**src/shared/lcd_defs.vh**
```
// lcd_defs.vh: constants for the command decoder
// assumes inclusion by bare name from design files
`ifndef LCD_DEFS_VH
`define LCD_DEFS_VH
// power states
`define LCD_ST_IDLE      3'h0
`define LCD_ST_ACTIVE    3'h1
`define LCD_ST_IDLE_PD   3'h2
`define LCD_ST_ACT_PD    3'h3
`define LCD_ST_RST_PD    3'h4
`define LCD_ST_SELF_REFRESH_STATE      3'h5
`define LCD_ST_DPD       3'h6
`define LCD_ST_RESETTING 3'h7
// decoded command codes
`define LCD_CMD_NOP      4'h0
`define LCD_CMD_MRW      4'h1
`define LCD_CMD_MRR      4'h2
`define LCD_CMD_REFPB    4'h3
`define LCD_CMD_REFAB    4'h4
`define LCD_CMD_ACT      4'h5
`define LCD_CMD_WR       4'h6
`define LCD_CMD_RD       4'h7
`define LCD_CMD_PRE      4'h8
`define LCD_CMD_PD_IN    4'h9
`define LCD_CMD_SELF_REFRESH_STATE_IN  4'hA
`define LCD_CMD_DPD_IN   4'hB
`define LCD_CMD_PD_OUT   4'hC
`define LCD_CMD_INVALID  4'hF
// bank count and bank-open reset value
`define LCD_BANKS        8
`define LCD_BANK_RST     8'h00
`endif

```
**src/hw/lcd_cke_sync.v**
```verilog
// lcd_cke_sync.v: holds previous-edge clock enable; current level passed straight through
// assumes cke is a synchronous input; exit reported as soon as cke rises
module lcd_cke_sync (
  // clock and reset
  input  wire i_clk,
  input  wire i_rst_n,
  // clock enable pin
  input  wire i_cke,
  // pair of samples
  output reg  o_cke_prev,
  output wire o_cke_cur
);
  always @(posedge i_clk)
  begin
    if (!i_rst_n)
      o_cke_prev <= 1'b0;
    else
      o_cke_prev <= i_cke;
  end
  assign o_cke_cur = i_cke;
endmodule

```
**src/hw/lcd_bank_table.v**
```verilog
// lcd_bank_table.v: open/closed flag per bank
// assumes one operation per cycle from the decoder
`include "lcd_defs.vh"
module lcd_bank_table (
  // clock and reset
  input  wire       i_clk,
  input  wire       i_rst_n,
  // operations
  input  wire       i_open,
  input  wire       i_close,
  input  wire       i_close_all,
  input  wire       i_clear,
  input  wire [2:0] i_bank,
  input  wire [2:0] i_close_bank,
  input  wire       i_close2,
  // state
  output reg  [7:0] o_open
);
  genvar g;
  generate
    for (g = 0; g < `LCD_BANKS; g = g + 1)
    begin : g_bank
      always @(posedge i_clk)
      begin
        if (!i_rst_n || i_clear)
          o_open[g] <= 1'b0;
        else if (i_close_all)
          o_open[g] <= 1'b0;
        else if (i_open && i_bank == g)
          o_open[g] <= 1'b1;
        else if ((i_close && i_bank == g) || (i_close2 && i_close_bank == g))
          o_open[g] <= 1'b0;
      end
    end
  endgenerate
endmodule

```
**src/hw/lcd_cmd_decode.v**
```verilog
// lcd_cmd_decode.v: command decoder for a low-power ddr sdram die
// assumes all inputs synchronous to I_CLK; falling-edge bits given
// already captured as I_CA_FALL alongside I_CA_RISE
//
// Functional notes
// - command from cs, ca0-3, cke and the low-power state only
// - cs and cke sampled rising; cke pair
// - ca captured rising and falling halves
// - mode write: address and operand fields
// - activate: row and bank field split
// - column bit zero forced low
// - auto precharge closes bank after access
// - all-bank precharge ignores bank field
// - bank commands other than all-bank precharge touch addressed bank only
// - with cke high on both edges, cs high or ca0-2 high is nop
// - ca ignored during low-power states; cs only gates power-down exit
// - self refresh/deep exits by cke alone
// - cke low-low keeps low-power state
// - cke rise with cs high exits active/idle power-down to active/idle
// - resetting exit goes idle if init done
`include "lcd_defs.vh"
module lcd_cmd_decode (
  // clock and reset
  input  wire        I_CLK,
  input  wire        I_RST_N,
  // command pins
  input  wire        I_CKE,
  input  wire        I_CS_N,
  input  wire [9:0]  I_CA_RISE,
  input  wire [9:0]  I_CA_FALL,
  // device context
  input  wire        i_resetting,
  input  wire        i_init_done,
  // decoded command
  output reg  [3:0]  O_CMD,
  output reg         O_CMD_VALID,
  output reg  [7:0]  O_MR_ADDR,
  output reg  [7:0]  O_MR_OPERAND,
  output reg  [14:0] O_ROW,
  output reg  [11:0] O_COL,
  output reg  [2:0]  O_BANK,
  output reg         O_AUTO_PRECHARGE_FLAG,
  output reg         O_ALL_BANK_FLAG,
  // state
  output reg  [2:0]  O_POWER_STATE,
  output reg  [7:0]  O_BANK_OPEN
);
  wire       cke_prev;
  wire       cke_cur;
  wire [7:0] bank_open;
  reg  [2:0] state_reg;
  reg  [2:0] state_next;
  reg  [3:0] cmd_next;
  wire [9:0] r = I_CA_RISE;
  wire [9:0] f = I_CA_FALL;
  wire       any_open = |bank_open;
  wire       low_power = (state_reg == `LCD_ST_IDLE_PD) || (state_reg == `LCD_ST_ACT_PD) ||
                         (state_reg == `LCD_ST_RST_PD) || (state_reg == `LCD_ST_SELF_REFRESH_STATE) ||
                         (state_reg == `LCD_ST_DPD);

  lcd_cke_sync u_cke (
    .i_clk      (I_CLK),
    .i_rst_n    (I_RST_N),
    .i_cke      (I_CKE),
    .o_cke_prev (cke_prev),
    .o_cke_cur  (cke_cur)
  );

  // command decode from cs, ca0-3, the cke pair and the low-power state only
  always @*
  begin
    cmd_next = `LCD_CMD_INVALID;
    if (low_power)
    begin
      if (!cke_prev && cke_cur)
        cmd_next = `LCD_CMD_PD_OUT;
      else
        cmd_next = `LCD_CMD_NOP;
    end
    else if (cke_prev && !cke_cur)
    begin
      if (I_CS_N)
        cmd_next = `LCD_CMD_PD_IN;
      else if (r[2:0] == 3'h4)
        cmd_next = `LCD_CMD_SELF_REFRESH_STATE_IN;
      else if (r[2:0] == 3'h3)
        cmd_next = `LCD_CMD_DPD_IN;
    end
    else if (cke_prev && cke_cur)
    begin
      if (I_CS_N || r[2:0] == 3'h7)
        cmd_next = `LCD_CMD_NOP;
      else if (r[1:0] == 2'h2)
        cmd_next = `LCD_CMD_ACT;
      else if (r[1:0] == 2'h1)
        cmd_next = r[2] ? `LCD_CMD_RD : `LCD_CMD_WR;
      else if (r[3:0] == 4'hB)
        cmd_next = `LCD_CMD_PRE;
      else if (r[3:0] == 4'h0)
        cmd_next = `LCD_CMD_MRW;
      else if (r[3:0] == 4'h8)
        cmd_next = `LCD_CMD_MRR;
      else if (r[3:0] == 4'h4)
        cmd_next = `LCD_CMD_REFPB;
      else if (r[3:0] == 4'hC)
        cmd_next = `LCD_CMD_REFAB;
    end
  end

  // power state machine
  always @*
  begin
    state_next = state_reg;
    case (state_reg)
      `LCD_ST_IDLE, `LCD_ST_ACTIVE, `LCD_ST_RESETTING:
      begin
        if (cmd_next == `LCD_CMD_PD_IN)
        begin
          if (state_reg == `LCD_ST_RESETTING)
            state_next = `LCD_ST_RST_PD;
          else if (any_open)
            state_next = `LCD_ST_ACT_PD;
          else
            state_next = `LCD_ST_IDLE_PD;
        end
        else if (cmd_next == `LCD_CMD_SELF_REFRESH_STATE_IN)
          state_next = `LCD_ST_SELF_REFRESH_STATE;
        else if (cmd_next == `LCD_CMD_DPD_IN)
          state_next = `LCD_ST_DPD;
        else if (state_reg == `LCD_ST_RESETTING)
          state_next = i_init_done ? `LCD_ST_IDLE : `LCD_ST_RESETTING;
        else if (i_resetting)
          state_next = `LCD_ST_RESETTING;
        else if (cmd_next == `LCD_CMD_ACT)
          state_next = `LCD_ST_ACTIVE;
        else if (cmd_next == `LCD_CMD_PRE && (r[4] || bank_open == (8'h01 << r[9:7])))
          state_next = `LCD_ST_IDLE;
      end
      `LCD_ST_ACT_PD:
        if (cmd_next == `LCD_CMD_PD_OUT && I_CS_N)
          state_next = `LCD_ST_ACTIVE;
      `LCD_ST_IDLE_PD:
        if (cmd_next == `LCD_CMD_PD_OUT && I_CS_N)
          state_next = `LCD_ST_IDLE;
      `LCD_ST_RST_PD:
        if (cmd_next == `LCD_CMD_PD_OUT && I_CS_N)
          state_next = i_init_done ? `LCD_ST_IDLE : `LCD_ST_RESETTING;
      `LCD_ST_SELF_REFRESH_STATE:
        if (cmd_next == `LCD_CMD_PD_OUT)
          state_next = `LCD_ST_IDLE;
      `LCD_ST_DPD:
        if (cmd_next == `LCD_CMD_PD_OUT)
          state_next = `LCD_ST_RESETTING; // device must be reinitialised
      default:
        state_next = `LCD_ST_IDLE;
    endcase
  end

  always @(posedge I_CLK)
  begin
    if (!I_RST_N)
      state_reg <= `LCD_ST_IDLE;
    else
      state_reg <= state_next;
  end

  // bank bookkeeping; a read/write with auto precharge closes its bank
  lcd_bank_table u_banks (
    .i_clk        (I_CLK),
    .i_rst_n      (I_RST_N),
    .i_open       (cmd_next == `LCD_CMD_ACT),
    .i_close      (cmd_next == `LCD_CMD_PRE && !r[4]),
    .i_close_all  (cmd_next == `LCD_CMD_PRE && r[4]),
    .i_clear      (cmd_next == `LCD_CMD_DPD_IN),
    .i_bank       (r[9:7]),
    .i_close_bank (r[9:7]),
    .i_close2     ((cmd_next == `LCD_CMD_RD || cmd_next == `LCD_CMD_WR) && f[0]),
    .o_open       (bank_open)
  );

  // registered outputs with fields split per half-cycle
  always @(posedge I_CLK)
  begin
    if (!I_RST_N)
    begin
      O_CMD                 <= `LCD_CMD_NOP;
      O_CMD_VALID           <= 1'b0;
      O_MR_ADDR             <= 8'h00;
      O_MR_OPERAND          <= 8'h00;
      O_ROW                 <= 15'h0000;
      O_COL                 <= 12'h000;
      O_BANK                <= 3'h0;
      O_AUTO_PRECHARGE_FLAG <= 1'b0;
      O_ALL_BANK_FLAG       <= 1'b0;
      O_POWER_STATE         <= `LCD_ST_IDLE;
      O_BANK_OPEN           <= `LCD_BANK_RST;
    end
    else
    begin
      O_CMD         <= cmd_next;
      // undefined encodings and nops produce no valid command
      O_CMD_VALID   <= (cmd_next != `LCD_CMD_NOP) && (cmd_next != `LCD_CMD_INVALID);
      O_POWER_STATE <= state_next;
      O_BANK_OPEN   <= bank_open;
      case (cmd_next)
        `LCD_CMD_MRW, `LCD_CMD_MRR:
        begin
          O_MR_ADDR <= {f[1:0], r[9:4]};
          if (cmd_next == `LCD_CMD_MRW)
            O_MR_OPERAND <= f[9:2];
        end
        `LCD_CMD_ACT:
        begin
          O_ROW  <= {f[9:8], r[6:2], f[7:0]};
          O_BANK <= r[9:7];
        end
        `LCD_CMD_RD, `LCD_CMD_WR:
        begin
          O_COL                 <= {f[9:1], r[6:5], 1'b0};
          O_BANK                <= r[9:7];
          O_AUTO_PRECHARGE_FLAG <= f[0];
        end
        `LCD_CMD_PRE:
        begin
          O_BANK          <= r[9:7];
          O_ALL_BANK_FLAG <= r[4];
        end
        default:
          O_ALL_BANK_FLAG <= O_ALL_BANK_FLAG;
      endcase
    end
  end
endmodule

```
**config.mk**
```make
export PLATFORM = sky130hd
export DESIGN_NAME = lcd_cmd_decode
export DESIGN_NICKNAME = d
export VERILOG_FILES = /design/src/hw/lcd_cke_sync.v /design/src/hw/lcd_bank_table.v /design/src/hw/lcd_cmd_decode.v
export VERILOG_INCLUDE_DIRS = /design/src /design/src/shared
export SDC_FILE = /design/constraint.sdc
export NUM_CORES = 1
export LEC_CHECK = 0
export BUFFER_PORTS_ARGS = -buffer_cell sky130_fd_sc_hd__buf_2
export CAP_MARGIN = 5
export CORE_MARGIN = 2
export CORE_UTILIZATION = 47
export CTS_CLUSTER_DIAMETER = 200
export CTS_CLUSTER_SIZE = 14
export DETAILED_ROUTE_END_ITERATION = 10
export PLACE_DENSITY = 0.83
export REMOVE_ABC_BUFFERS = 1
export SYNTH_ARGS = -nofsm -noshare
export SYNTH_HDL_FRONTEND = slang
export SYNTH_SLANG_ARGS = --single-unit
```
**constraint.sdc**
```tcl
create_clock -name I_CLK -period 2.4 [get_ports I_CLK]
set_clock_uncertainty 0.05 [all_clocks]
set_input_delay 0.24 -clock I_CLK [delete_from_list [all_inputs] [get_ports I_CLK]]
set_output_delay 0.24 -clock I_CLK [all_outputs]
set_load 0.02 [all_outputs]
```
==> results.md, run 1 <==
* Via Count at 3359
* H-tree levels at 3
* Remaining DRCs at 0
* Synth cell types at 65
* DIE AREA at 7932 um2
* Max clock buf depth at 2
* Reg power frac at 37.7%
* Combinational power share at 30.4%
* Drt initial violations at 189
* GP Congestion at 0.9315
* Post-Synthesis Cell Area at 3401 um2
* Core area at 7137 um2
* Ports at 90
* Net Sw Frac at 33.74%
* Status: complete, no violations
* Share of layout cells above drive strength 1 at 33.79%
* CTS sink count at 72
* Syn avg cell area at 8.765 um2
* Vias per Instance at 5.498
* Buffers and inverters on the worst path at 1
* Post-synth EDFFs at 0
* CTS tree: built
* FMAX at 0.4375 GHz
* Root Buffer: clkbuf_8
* Cell with the most instances after synthesis: dfxtp_1
* PortBufs at 88
* Routed Antenna Nets at 0
* Post-layout minimum cycle time at 2.286 ns
* Most frequent cells after synthesis: 72 x dfxtp_1, 50 x nor2_1, 37 x nand2_1
* Count of pins over their slew limit at 0
* Nets at 533
* Area Overhead vs Synth at 30.65%
* Register bit count reported by yosys at 72
* Antenna Diode Count at 0
* Final hold violation count at 0
* Largest net degree at the start of global routing at 54
* Critical path cell sequence: and3_1, nor2_1, buf_4, or3_1, nor2_4, mux2i_1, nor2_1
* WP data arrival at 2.46 ns
* Vias in the first global route at 3128
* Register area share after synthesis at 42.38%
* Clock Latency Late Sink at 0.35 ns
* Util after Layout at 62.25%
* Worst-margin pin slew at 0.5806 ns
* Crit end category: register
* Clk pin slew, worst setup/hold paths at 0.09 ns
* CP required at 2.58 ns
* Hold Crit Class: in -> reg
* DPL Wire Length at 6566 um
* Final Power at 3.494 mW
* Unrepaired setup endpoints after global routing: no
* Avg WL per Cell at 14.64 um
* Die Wd at 89.06 um
* # rows at 31
* Fin cells at 611
* CP max FO at 8
* Die H at 89.06 um
* P_int at 2.315 mW
* Routed wire length at 8942 um
* CP most frequent cell: nor2_1
* CP max stage cell: or3_1
* P_leak at 1.944 nW
* Critical path class: reg -> reg
* Cell accounting for the most synthesized area: dfxtp_1
* Setup Total Neg Slack at 0 ns
* Share of synthesized flip-flops with an asynchronous set or reset at 0%
* Normalized max-slew margin at 60.29%
* Crit path largest cell delay at 0.51 ns
* Syn Inst Count at 388
* Ys flop type: dfxtp_1
* Inst Count DP at 595
* Global-route wire length before repair at 14480 um
* Initial Util at 47.65%
* Synth area leaders: dfxtp_1 42%, mux2i_1 7.9%, nor2_1 5.5%, a21oi_1 5.3%, nand2_1 4.1%
* Switching power at 1.179 mW
* Max VDD drop at 456.9 uV
* Initial antenna violation count at 0
* Setup repair bufs after CTS at 0
* Num CTS Buffers at 9
* Clock share of power at 31.9%
* Ys Warns at 0
* Tcrit/Tclk final at 95.25%
* DRT Pass-1 Iters at 5
* Setup Viol. Count Final at 0
* Startpoint Class: register
* Top delay family on crit path: simple AND/OR/NAND/NOR gates
* GRT Residual Overflow at 0
* Area share of the leading cell type in the synthesized netlist at 42.38%
* PwrDens at 786.3 nW/um2
* MaxCap Viol Count at 0
* Total Routing Usage GR at 23.38%
==> metal layers <==
| layer | GRT usage [%] | part of all wire, % |
|---|---|---|
| met3 | 9.049 | 10 |
| met2 | 37.79 | 47 |
| met1 | 29.06 | 42 |
| met4 | 7.056 | 1.4 |
| met5 | 0 | 0 |
==> power groups by stage <==
stage                     clock (mW)  sequential, mW  combinational [mW]
final                           1.12            1.32                1.06
after global routing            1.18            1.33                1.16
after floorplan                    0            1.44               0.497
after detailed placement           0            1.34                1.04
after global placement             0            1.34                1.01
after CTS                       1.13            1.32                1.05
==> worst register-to-register path, delay by kind of cell (launching register included) <==
family,cells,cell delay [ns]
DFF,1,0.40
buffers and inverters,1,0.19
muxes,1,0.25
and+or+nand+nor,5,1.28
==> flip-flops by register name, summed over array words and instances, names as in the netlist, 3 cells and up <==
name            count
O_BANK              3
u_banks.o_open      8
O_COL              11
O_BANK_OPEN         8
O_MR_OPERAND        8
O_MR_ADDR           8
O_CMD               4
O_POWER_STATE       3
O_ROW              15
==> final cells by class <==
cell class	instances	area, um2
flip-flops and latches	72	1443
clock inverters	7	111.4
clock buffers	9	123.9
multi-input cells	282	1813
inverters	8	30.03
repair buffers	134	798.3
well taps	99	123.9
fillers	638	2694
==> metrics by stage <==
step | cell area, um2 | hold slack, ns | setup WS (ns)
after floorplan | 3272 | 0.3117 | -0.3115
after global placement | 4194 | 0.3891 | 0.003254
after detailed placement | 4194 | 0.3978 | -0.05899
after CTS | 4429 | 0.07965 | 0.05992
after global routing | 4443 | 0.09189 | 0.001008
final | 4443 | 0.08528 | 0.1141
==> path summary, 6_finish.rpt <==
check                                                   start                           end  slack, ns  cells after the start
worst max-delay path            O_POWER_STATE[1]$_SDFFE_PN0P_  O_MR_OPERAND[6]$_SDFFE_PN0P_       0.11                      7
worst min-delay path                             I_CA_FALL[0]         O_ROW[0]$_SDFFE_PN0P_       0.09                      3
worst max register to register  O_POWER_STATE[1]$_SDFFE_PN0P_  O_MR_OPERAND[6]$_SDFFE_PN0P_       0.11                      7
worst min register to register          O_ROW[6]$_SDFFE_PN0P_         O_ROW[6]$_SDFFE_PN0P_       0.41                      2
==> repair_timing <==
item | CTS | global route
hold buffers | 0 | 0
resized for setup | 0 | 4
setup endpoints to repair | 0 | 14
==> layout by cell type (no fill, tap or decap), types with 4 or more instances in the layout <==
cell type and instances:
nor3_1 4, nand2b_1 8, o211ai_1 4, nand3_1 8, o31a_1 4, dfxtp_1 71
buf_2 88, o21ai_0 13, or3_1 6, inv_1 6, mux2i_1 27, nand2_1 37
o21a_1 5, buf_4 45, a21oi_1 35, nor2_1 50, nand3b_1 4, clkbuf_8 9
and2_1 10
==> cell families (layout without fill, tap and decap cells) <==
family	Yosys count	after routing	synth area share, %
XOR/XNOR	1	1	0.2576
AO/OA/AOI/OAI	101	101	21.16
buffers and inverters	34	158	4.672
flip-flops	72	72	42.38
multiplexers	27	27	7.947
AND/OR/NAND/NOR	152	152	23.47
other	1	1	0.1103
Power figures use the tool's default switching activity.
==> inputs of run 2 (changes only) <==
==> constraint.sdc (replaced) <==
create_clock -name I_CLK -period 2.4 [get_ports I_CLK]
set_clock_uncertainty 0.05 [all_clocks]
set_input_delay 0.6 -clock I_CLK [delete_from_list [all_inputs] [get_ports I_CLK]]
set_output_delay 0.6 -clock I_CLK [all_outputs]
set_load 0.02 [all_outputs]
==> run 2 against run 1 <==
Compared with the run above:
- the flow now finishes with violations (setup timing)
- cell count increased by 3.9%
- worst setup slack got worse by 0.12 ns
- core utilization is 3.0 points higher
- count of clock-buffer cells in the layout unchanged
- sequential power barely moved
- global-route usage rose by 1.1 points
- combinational power increased by 9%
- critical endpoint is now u_banks.o_open[0]$_SDFFE_PP0P_
- largest cell class unchanged
==> results.md, run 2 (synthesized netlist as in run 1, its figures left out) <==
* DIE AREA at 7932 um2 (unchanged)
* Die Wd at 89.06 um (unchanged)
* Routed Antenna Nets at 0 (unchanged)
* Clk pin slew, worst setup/hold paths at 0.08 ns (about the same)
* Initial Util at 47.65% (unchanged)
* Share of layout cells above drive strength 1 at 37.50% (+3.7 points)
* Unrepaired setup endpoints after global routing: yes
* Clock Latency Late Sink at 0.36 ns (about the same)
* Global-route wire length before repair at 15180 um (+4.9%)
* GRT Residual Overflow at 0 (unchanged)
* Area Overhead vs Synth at 36.98%
* Post-layout minimum cycle time at 2.404 ns (+0.1180 ns)
* Inst Count DP at 610 (+2.5%)
* Normalized max-slew margin at 61.82% (+1.5 points)
* Critical path class: in -> reg
* Largest regs: O_ROW: 15 flops, O_COL: 11 flops
* Initial antenna violation count at 0 (unchanged)
* Setup Viol. Count Final at 1 (+1)
* Placement Setup Slack at -0.4234 ns (-0.3644 ns)
* CP max FO at 11 (+3)
* Max clock buf depth at 2 (unchanged)
* Num CTS Buffers at 9 (unchanged)
* Status: complete, but fails checks
* Top reg by flops: O_ROW
* Antenna Diode Count at 0 (unchanged)
* Area of the multi-input gates at 1843 um2 (+1.7%)
* Most frequent cells in the layout: 85 x buf_2, 72 x dfxtp_1, 68 x buf_4, 48 x nor2_1, 37 x nand2_1
* Largest net degree at the start of global routing at 54 (unchanged)
* Post-DP Area at 4319 um2 (+3.0%)
* Core area at 7137 um2 (unchanged)
* # rows at 31 (unchanged)
* Buffers and inverters on the worst path at 2 (+1)
* CP max stage cell: or3_1
* Fin cells at 635 (+3.9%)
* CP required at 2.59 ns (about the same)
* Die H at 89.06 um (unchanged)
* PwrDens at 746.0 nW/um2 (-5.1%)
* Hold Crit Class: reg -> reg
* Root Buffer: clkbuf_8
* Total Routing Usage GR at 24.50% (+1.1 points)
* Max VDD drop at 464.6 uV (+1.7%)
* MaxCap Viol Count at 0 (unchanged)
* Vias per Instance at 5.553 (+1.0%)
* P_leak at 2.059 nW (+5.9%)
* Crit end category: register
* Startpoint Class: input pin
* Worst r2r src: O_POWER_STATE[2]$_SDFFE_PN0P_
* DPL Wire Length at 6847 um (+4.3%)
* Commonest non-fill, non-tap cell in the layout: buf_2
* Crit path setup slack, layout at -0.003890 ns (-0.1180 ns)
* CTS tree: built
* Vias in the first global route at 3277 (+4.8%)
* Hold Worst Slack at 0.4098 ns (+0.3245 ns)
* Drt initial violations at 252 (+33%)
* Crit path largest cell delay at 0.36 ns (-0.15 ns)
* Failing checks: setup timing
* Top delay family on crit path: simple AND/OR/NAND/NOR gates
* Worst-margin pin slew at 0.5674 ns (-0.01317 ns)
* Max reg flops at 15 (unchanged)
* Hold path start: O_ROW[1]$_SDFFE_PN0P_
* Tcrit/Tclk final at 100.2% (+4.9 points)
* H-tree levels at 3 (unchanged)
* Routed wire length at 9869 um (+10%)
* Nets at 557 (+4.5%)
* Worst setup startpoint: I_CA_RISE[2]
* Via Count at 3526 (+5.0%)
* Critical path cell sequence: buf_12, or3_1, and4_4, a211oi_4, buf_4, nand3b_1, o32a_1, or2_1, o221a_1
* Count of pins over their slew limit at 0 (unchanged)
* Register area at 1441 um2 (about the same)
* Cts-stage hold buffer count at 0 (unchanged)
* FMAX at 0.4160 GHz (-4.9%)
* Util after Layout at 65.27% (+3.0 points)
* GP Congestion at 0.8939 (-4.0%)
* Final hold violation count at 0 (unchanged)
* Avg WL per Cell at 15.54 um (+6.2%)
* PortBufs at 88 (unchanged)
* CTS sink count at 72 (unchanged)
* DRT Pass-1 Iters at 5 (unchanged)
* Number of fill cells at 577 (-9.6%)
* Remaining DRCs at 0 (unchanged)
* Fin area at 4658 um2 (+4.8%)
* WP data arrival at 2.60 ns (+0.14 ns)
* Ports at 90 (unchanged)
[run 2: what timing repair did]
item                                    4_1_cts  5_1_grt
endpoints found under the hold margin         0        0
pin swaps                                     4        6
cloned                                        0        0
buffers inserted                              2        8
endpoints found under the setup margin        3       13
resized for setup                             3       19
[run 2: cell type report]
cell class / count / area share [%]
inverter: 8 / 0.6446
clock buffer: 9 / 2.659
multi-input combinational: 282 / 39.56
timing repair buffer: 158 / 21.86
clock inverter: 7 / 1.665
sequential: 72 / 30.94
tap: 99 / 2.659
[run 2: worst min-delay path, stage by stage, from the launching register on]
cell and delay, ns:
dfxtp_1 0.32, nand2_1 0.05, a21oi_1 0.05
[run 2: final timing paths]
| check | end | depth (start not counted) | slack, ns |
|---|---|---|---|
| worst max-delay path | u_banks.o_open[0]$_SDFFE_PP0P_ | 9 | -0.004 |
| worst min register to register | O_ROW[1]$_SDFFE_PN0P_ | 2 | 0.41 |
| worst max register to register | u_banks.o_open[0]$_SDFFE_PP0P_ | 8 | 0.09 |
| worst min-delay path | O_ROW[1]$_SDFFE_PN0P_ | 2 | 0.41 |
[run 2: stage by stage]
step	total power, mW	TNS (ns)
6_report	3.475	-0.003890
5_1_grt	3.643	-0.07719
4_1_cts	3.404	0
3_5_place_dp	2.405	-12.38
3_3_place_gp	2.377	-10.02
2_1_floorplan	1.941	-4.383
[run 2: layer usage]
metal | global-route usage, % | part of all wire, % | vias up
li1 | - | - | 1667
met1 | 29.35 | 39 | 1648
met2 | 39.21 | 46 | 172
met3 | 9.326 | 10 | 39
met4 | 10.99 | 3.8 | 0
met5 | 0 | 0 | -
[run 2: report_power, final]
group | internal (mW) | switching, mW | leakage (nW)
sequential | 1.27 | 0.0604 | 0.583
clock | 0.490 | 0.492 | 0.101
combinational | 0.495 | 0.670 | 1.38
total | 2.25 | 1.22 | 2.06
==> inputs of run 3 (changes only) <==
SKIP_CTS_REPAIR_TIMING = 1   (was not set)
==> run 3 against run 2 <==
Compared with the run above:
- the flow still finishes with violations (setup timing)
- maximum frequency decreased by 1.3%
- sequential cell count unchanged
- via count decreased by 2.3%
- clock power decreased by 0.4%
- cell count decreased by 1.1%
- wire length decreased by 3.0%
- sequential share of layout area increased by 0.56 points
- sequential power about the same
- design area decreased by 1.8%
- critical path type unchanged
- critical endpoint is now O_POWER_STATE[0]$_SDFFE_PN0P_
- largest cell class unchanged
- highest routed layer unchanged
==> results.md, run 3 (synthesized netlist as in run 1, its figures left out) <==
* Status: complete, but fails checks
* Failing checks: setup timing
* Num CTS Buffers at 9 (unchanged)
* GP Congestion at 0.8939 (unchanged)
* Routed wire length at 9574 um (-3.0%)
* P_leak at 2.019 nW (-2.0%)
* Via Count at 3445 (-2.3%)
* Crit path setup slack, layout at -0.03434 ns (-0.03045 ns)
* Crit end category: register
* Setup Viol. Count Final at 2 (+1)
* Die H at 89.06 um (unchanged)
* Global-route wire length before repair at 15060 um (-0.82%)
* Hold Crit Depth at 2 (unchanged)
* Placement Setup Slack at -0.4234 ns (unchanged)
* Reg2reg path depth at 7 (-1)
* H-tree levels at 3 (unchanged)
* Commonest non-fill, non-tap cell in the layout: buf_2
* Clk pin slew, worst setup/hold paths at 0.08 ns (about the same)
* Ports at 90 (unchanged)
* Share of layout cells above drive strength 1 at 36.29% (-1.2 points)
* Top reg by flops: O_ROW
* Buffers and inverters on the worst path at 1 (-1)
* Max VDD drop at 470.7 uV (+1.3%)
* Number of fill cells at 585 (+1.4%)
* PwrDens at 748.6 nW/um2 (+0.35%)
* Crit path largest cell delay at 0.55 ns (+0.19 ns)
* FMAX at 0.4108 GHz (-1.3%)
* WP data arrival at 2.64 ns (+0.04 ns)
* Vias in the first global route at 3227 (-1.5%)
* Hold Worst Slack at 0.4089 ns (-0.0008450 ns)
* Routed Antenna Nets at 0 (unchanged)
* Remaining DRCs at 0 (unchanged)
* Initial antenna violation count at 0 (unchanged)
* Fin area at 4576 um2 (-1.8%)
* Count of pins over their slew limit at 0 (unchanged)
* PortBufs at 88 (unchanged)
* MaxCap Viol Count at 0 (unchanged)
* Max clock buf depth at 2 (unchanged)
* Hold Path End: O_ROW[1]$_SDFFE_PN0P_
* Util after Layout at 64.11% (-1.2 points)
* Most frequent cells in the layout: 85 x buf_2, 72 x dfxtp_1, 62 x buf_4, 50 x nor2_1, 37 x nand2_1
* Total Routing Usage GR at 24.30% (-0.20 points)
* Final hold violation count at 0 (unchanged)
* # rows at 31 (unchanged)
* Antenna Diode Count at 0 (unchanged)
* DPL Wire Length at 6847 um (unchanged)
* Register area at 1441 um2 (unchanged)
* Critical path cell sequence: buf_8, or3_1, and4_4, a211oi_4, or4b_4, o21ai_2, a221oi_2, o41ai_2
* CP max stage cell: or4b_4
* Drt initial violations at 272 (+7.9%)
* Top delay family on crit path: simple AND/OR/NAND/NOR gates
* Area of the multi-input gates at 1822 um2 (-1.2%)
* Avg WL per Cell at 15.25 um (-1.9%)
* DIE AREA at 7932 um2 (unchanged)
* Final Power at 3.425 mW (-1.4%)
* Flop2flop setup slack at 0.04 ns (-0.05 ns)
* Largest net degree at the start of global routing at 54 (unchanged)
* Critical path class: in -> reg
* Hold path start: O_ROW[1]$_SDFFE_PN0P_
* CTS tree: built
* CP max FO at 8 (-3)
* Die Wd at 89.06 um (unchanged)
* Vias per Instance at 5.486 (-1.2%)
* Worst-margin pin slew at 0.5897 ns (+0.02230 ns)
* Startpoint Class: input pin
* Unrepaired setup endpoints after global routing: yes
* Post-DP Area at 4319 um2 (unchanged)
* Hold Crit Class: reg -> reg
* Fin cells at 628 (-1.1%)
* CTS sink count at 72 (unchanged)
* Tcrit/Tclk final at 101.4% (+1.3 points)
* Setup Total Neg Slack at -0.04314 ns (-0.03925 ns)
* DRT Pass-1 Iters at 4 (-1)
* Post-layout minimum cycle time at 2.434 ns (+0.03045 ns)
* Root Buffer: clkbuf_8
* Area Overhead vs Synth at 34.55%
* Worst r2r src: O_POWER_STATE[0]$_SDFFE_PN0P_
* Normalized max-slew margin at 60.54% (-1.3 points)
* Clock Latency Late Sink at 0.36 ns (about the same)
* Core area at 7137 um2 (unchanged)
* GRT Residual Overflow at 0 (unchanged)
* Reg-to-Reg End: O_POWER_STATE[0]$_SDFFE_PN0P_
* Largest regs: O_ROW: 15 flops, O_COL: 11 flops
* Nets at 550 (-1.3%)
* CP required at 2.61 ns (+0.02 ns)
* Max reg flops at 15 (unchanged)
* Inst Count DP at 610 (unchanged)
* Initial Util at 47.65% (unchanged)
-- run 3: worst max-delay path by stage --
stage                                     endpoint    startpoint  slack [ns]  cells past startpoint
finish               O_POWER_STATE[0]$_SDFFE_PN0P_         I_CKE       -0.03                      8
global route         O_POWER_STATE[0]$_SDFFE_PN0P_         I_CKE        -0.1                      8
CTS                  O_POWER_STATE[0]$_SDFFE_PN0P_  I_CA_RISE[2]       -0.05                      8
detailed placement   O_POWER_STATE[0]$_SDFFE_PN0P_  I_CA_RISE[2]       -0.42                      8
global placement     O_POWER_STATE[0]$_SDFFE_PN0P_  I_CA_RISE[2]       -0.33                      8
floorplan           u_banks.o_open[0]$_SDFFE_PP0P_  I_CA_RISE[2]       -0.49                      7
-- run 3: per-layer routing --
metal	share of wire (%)	up-vias	GRT usage [%]
met5	0	-	0
li1	-	1654	-
met2	47	158	39.48
met3	9.4	25	9.326
met1	41	1608	29.09
met4	2.7	0	9.634
-- run 3: tightest hold or removal path, delay by kind of cell, from the launching register on --
| family | cells | cell delay [ns] |
|---|---|---|
| flops | 1 | 0.31 |
| simple gates | 1 | 0.05 |
| compound gates | 1 | 0.05 |
-- run 3: layout make-up --
| type | count | share of cell area [%] |
|---|---|---|
| clock buffers | 9 | 2.707 |
| clock inverters | 7 | 1.695 |
| inverters | 8 | 0.6563 |
| multi-input cells | 282 | 39.81 |
| flip-flops and latches | 72 | 31.50 |
| well taps | 99 | 2.707 |
| repair buffers | 151 | 20.92 |
-- run 3: report_power, final --
part           total, mW  internal, mW  switching [mW]
sequential          1.33          1.27          0.0602
combinational       1.12         0.472           0.647
clock              0.979         0.490           0.489
total               3.43          2.23            1.20
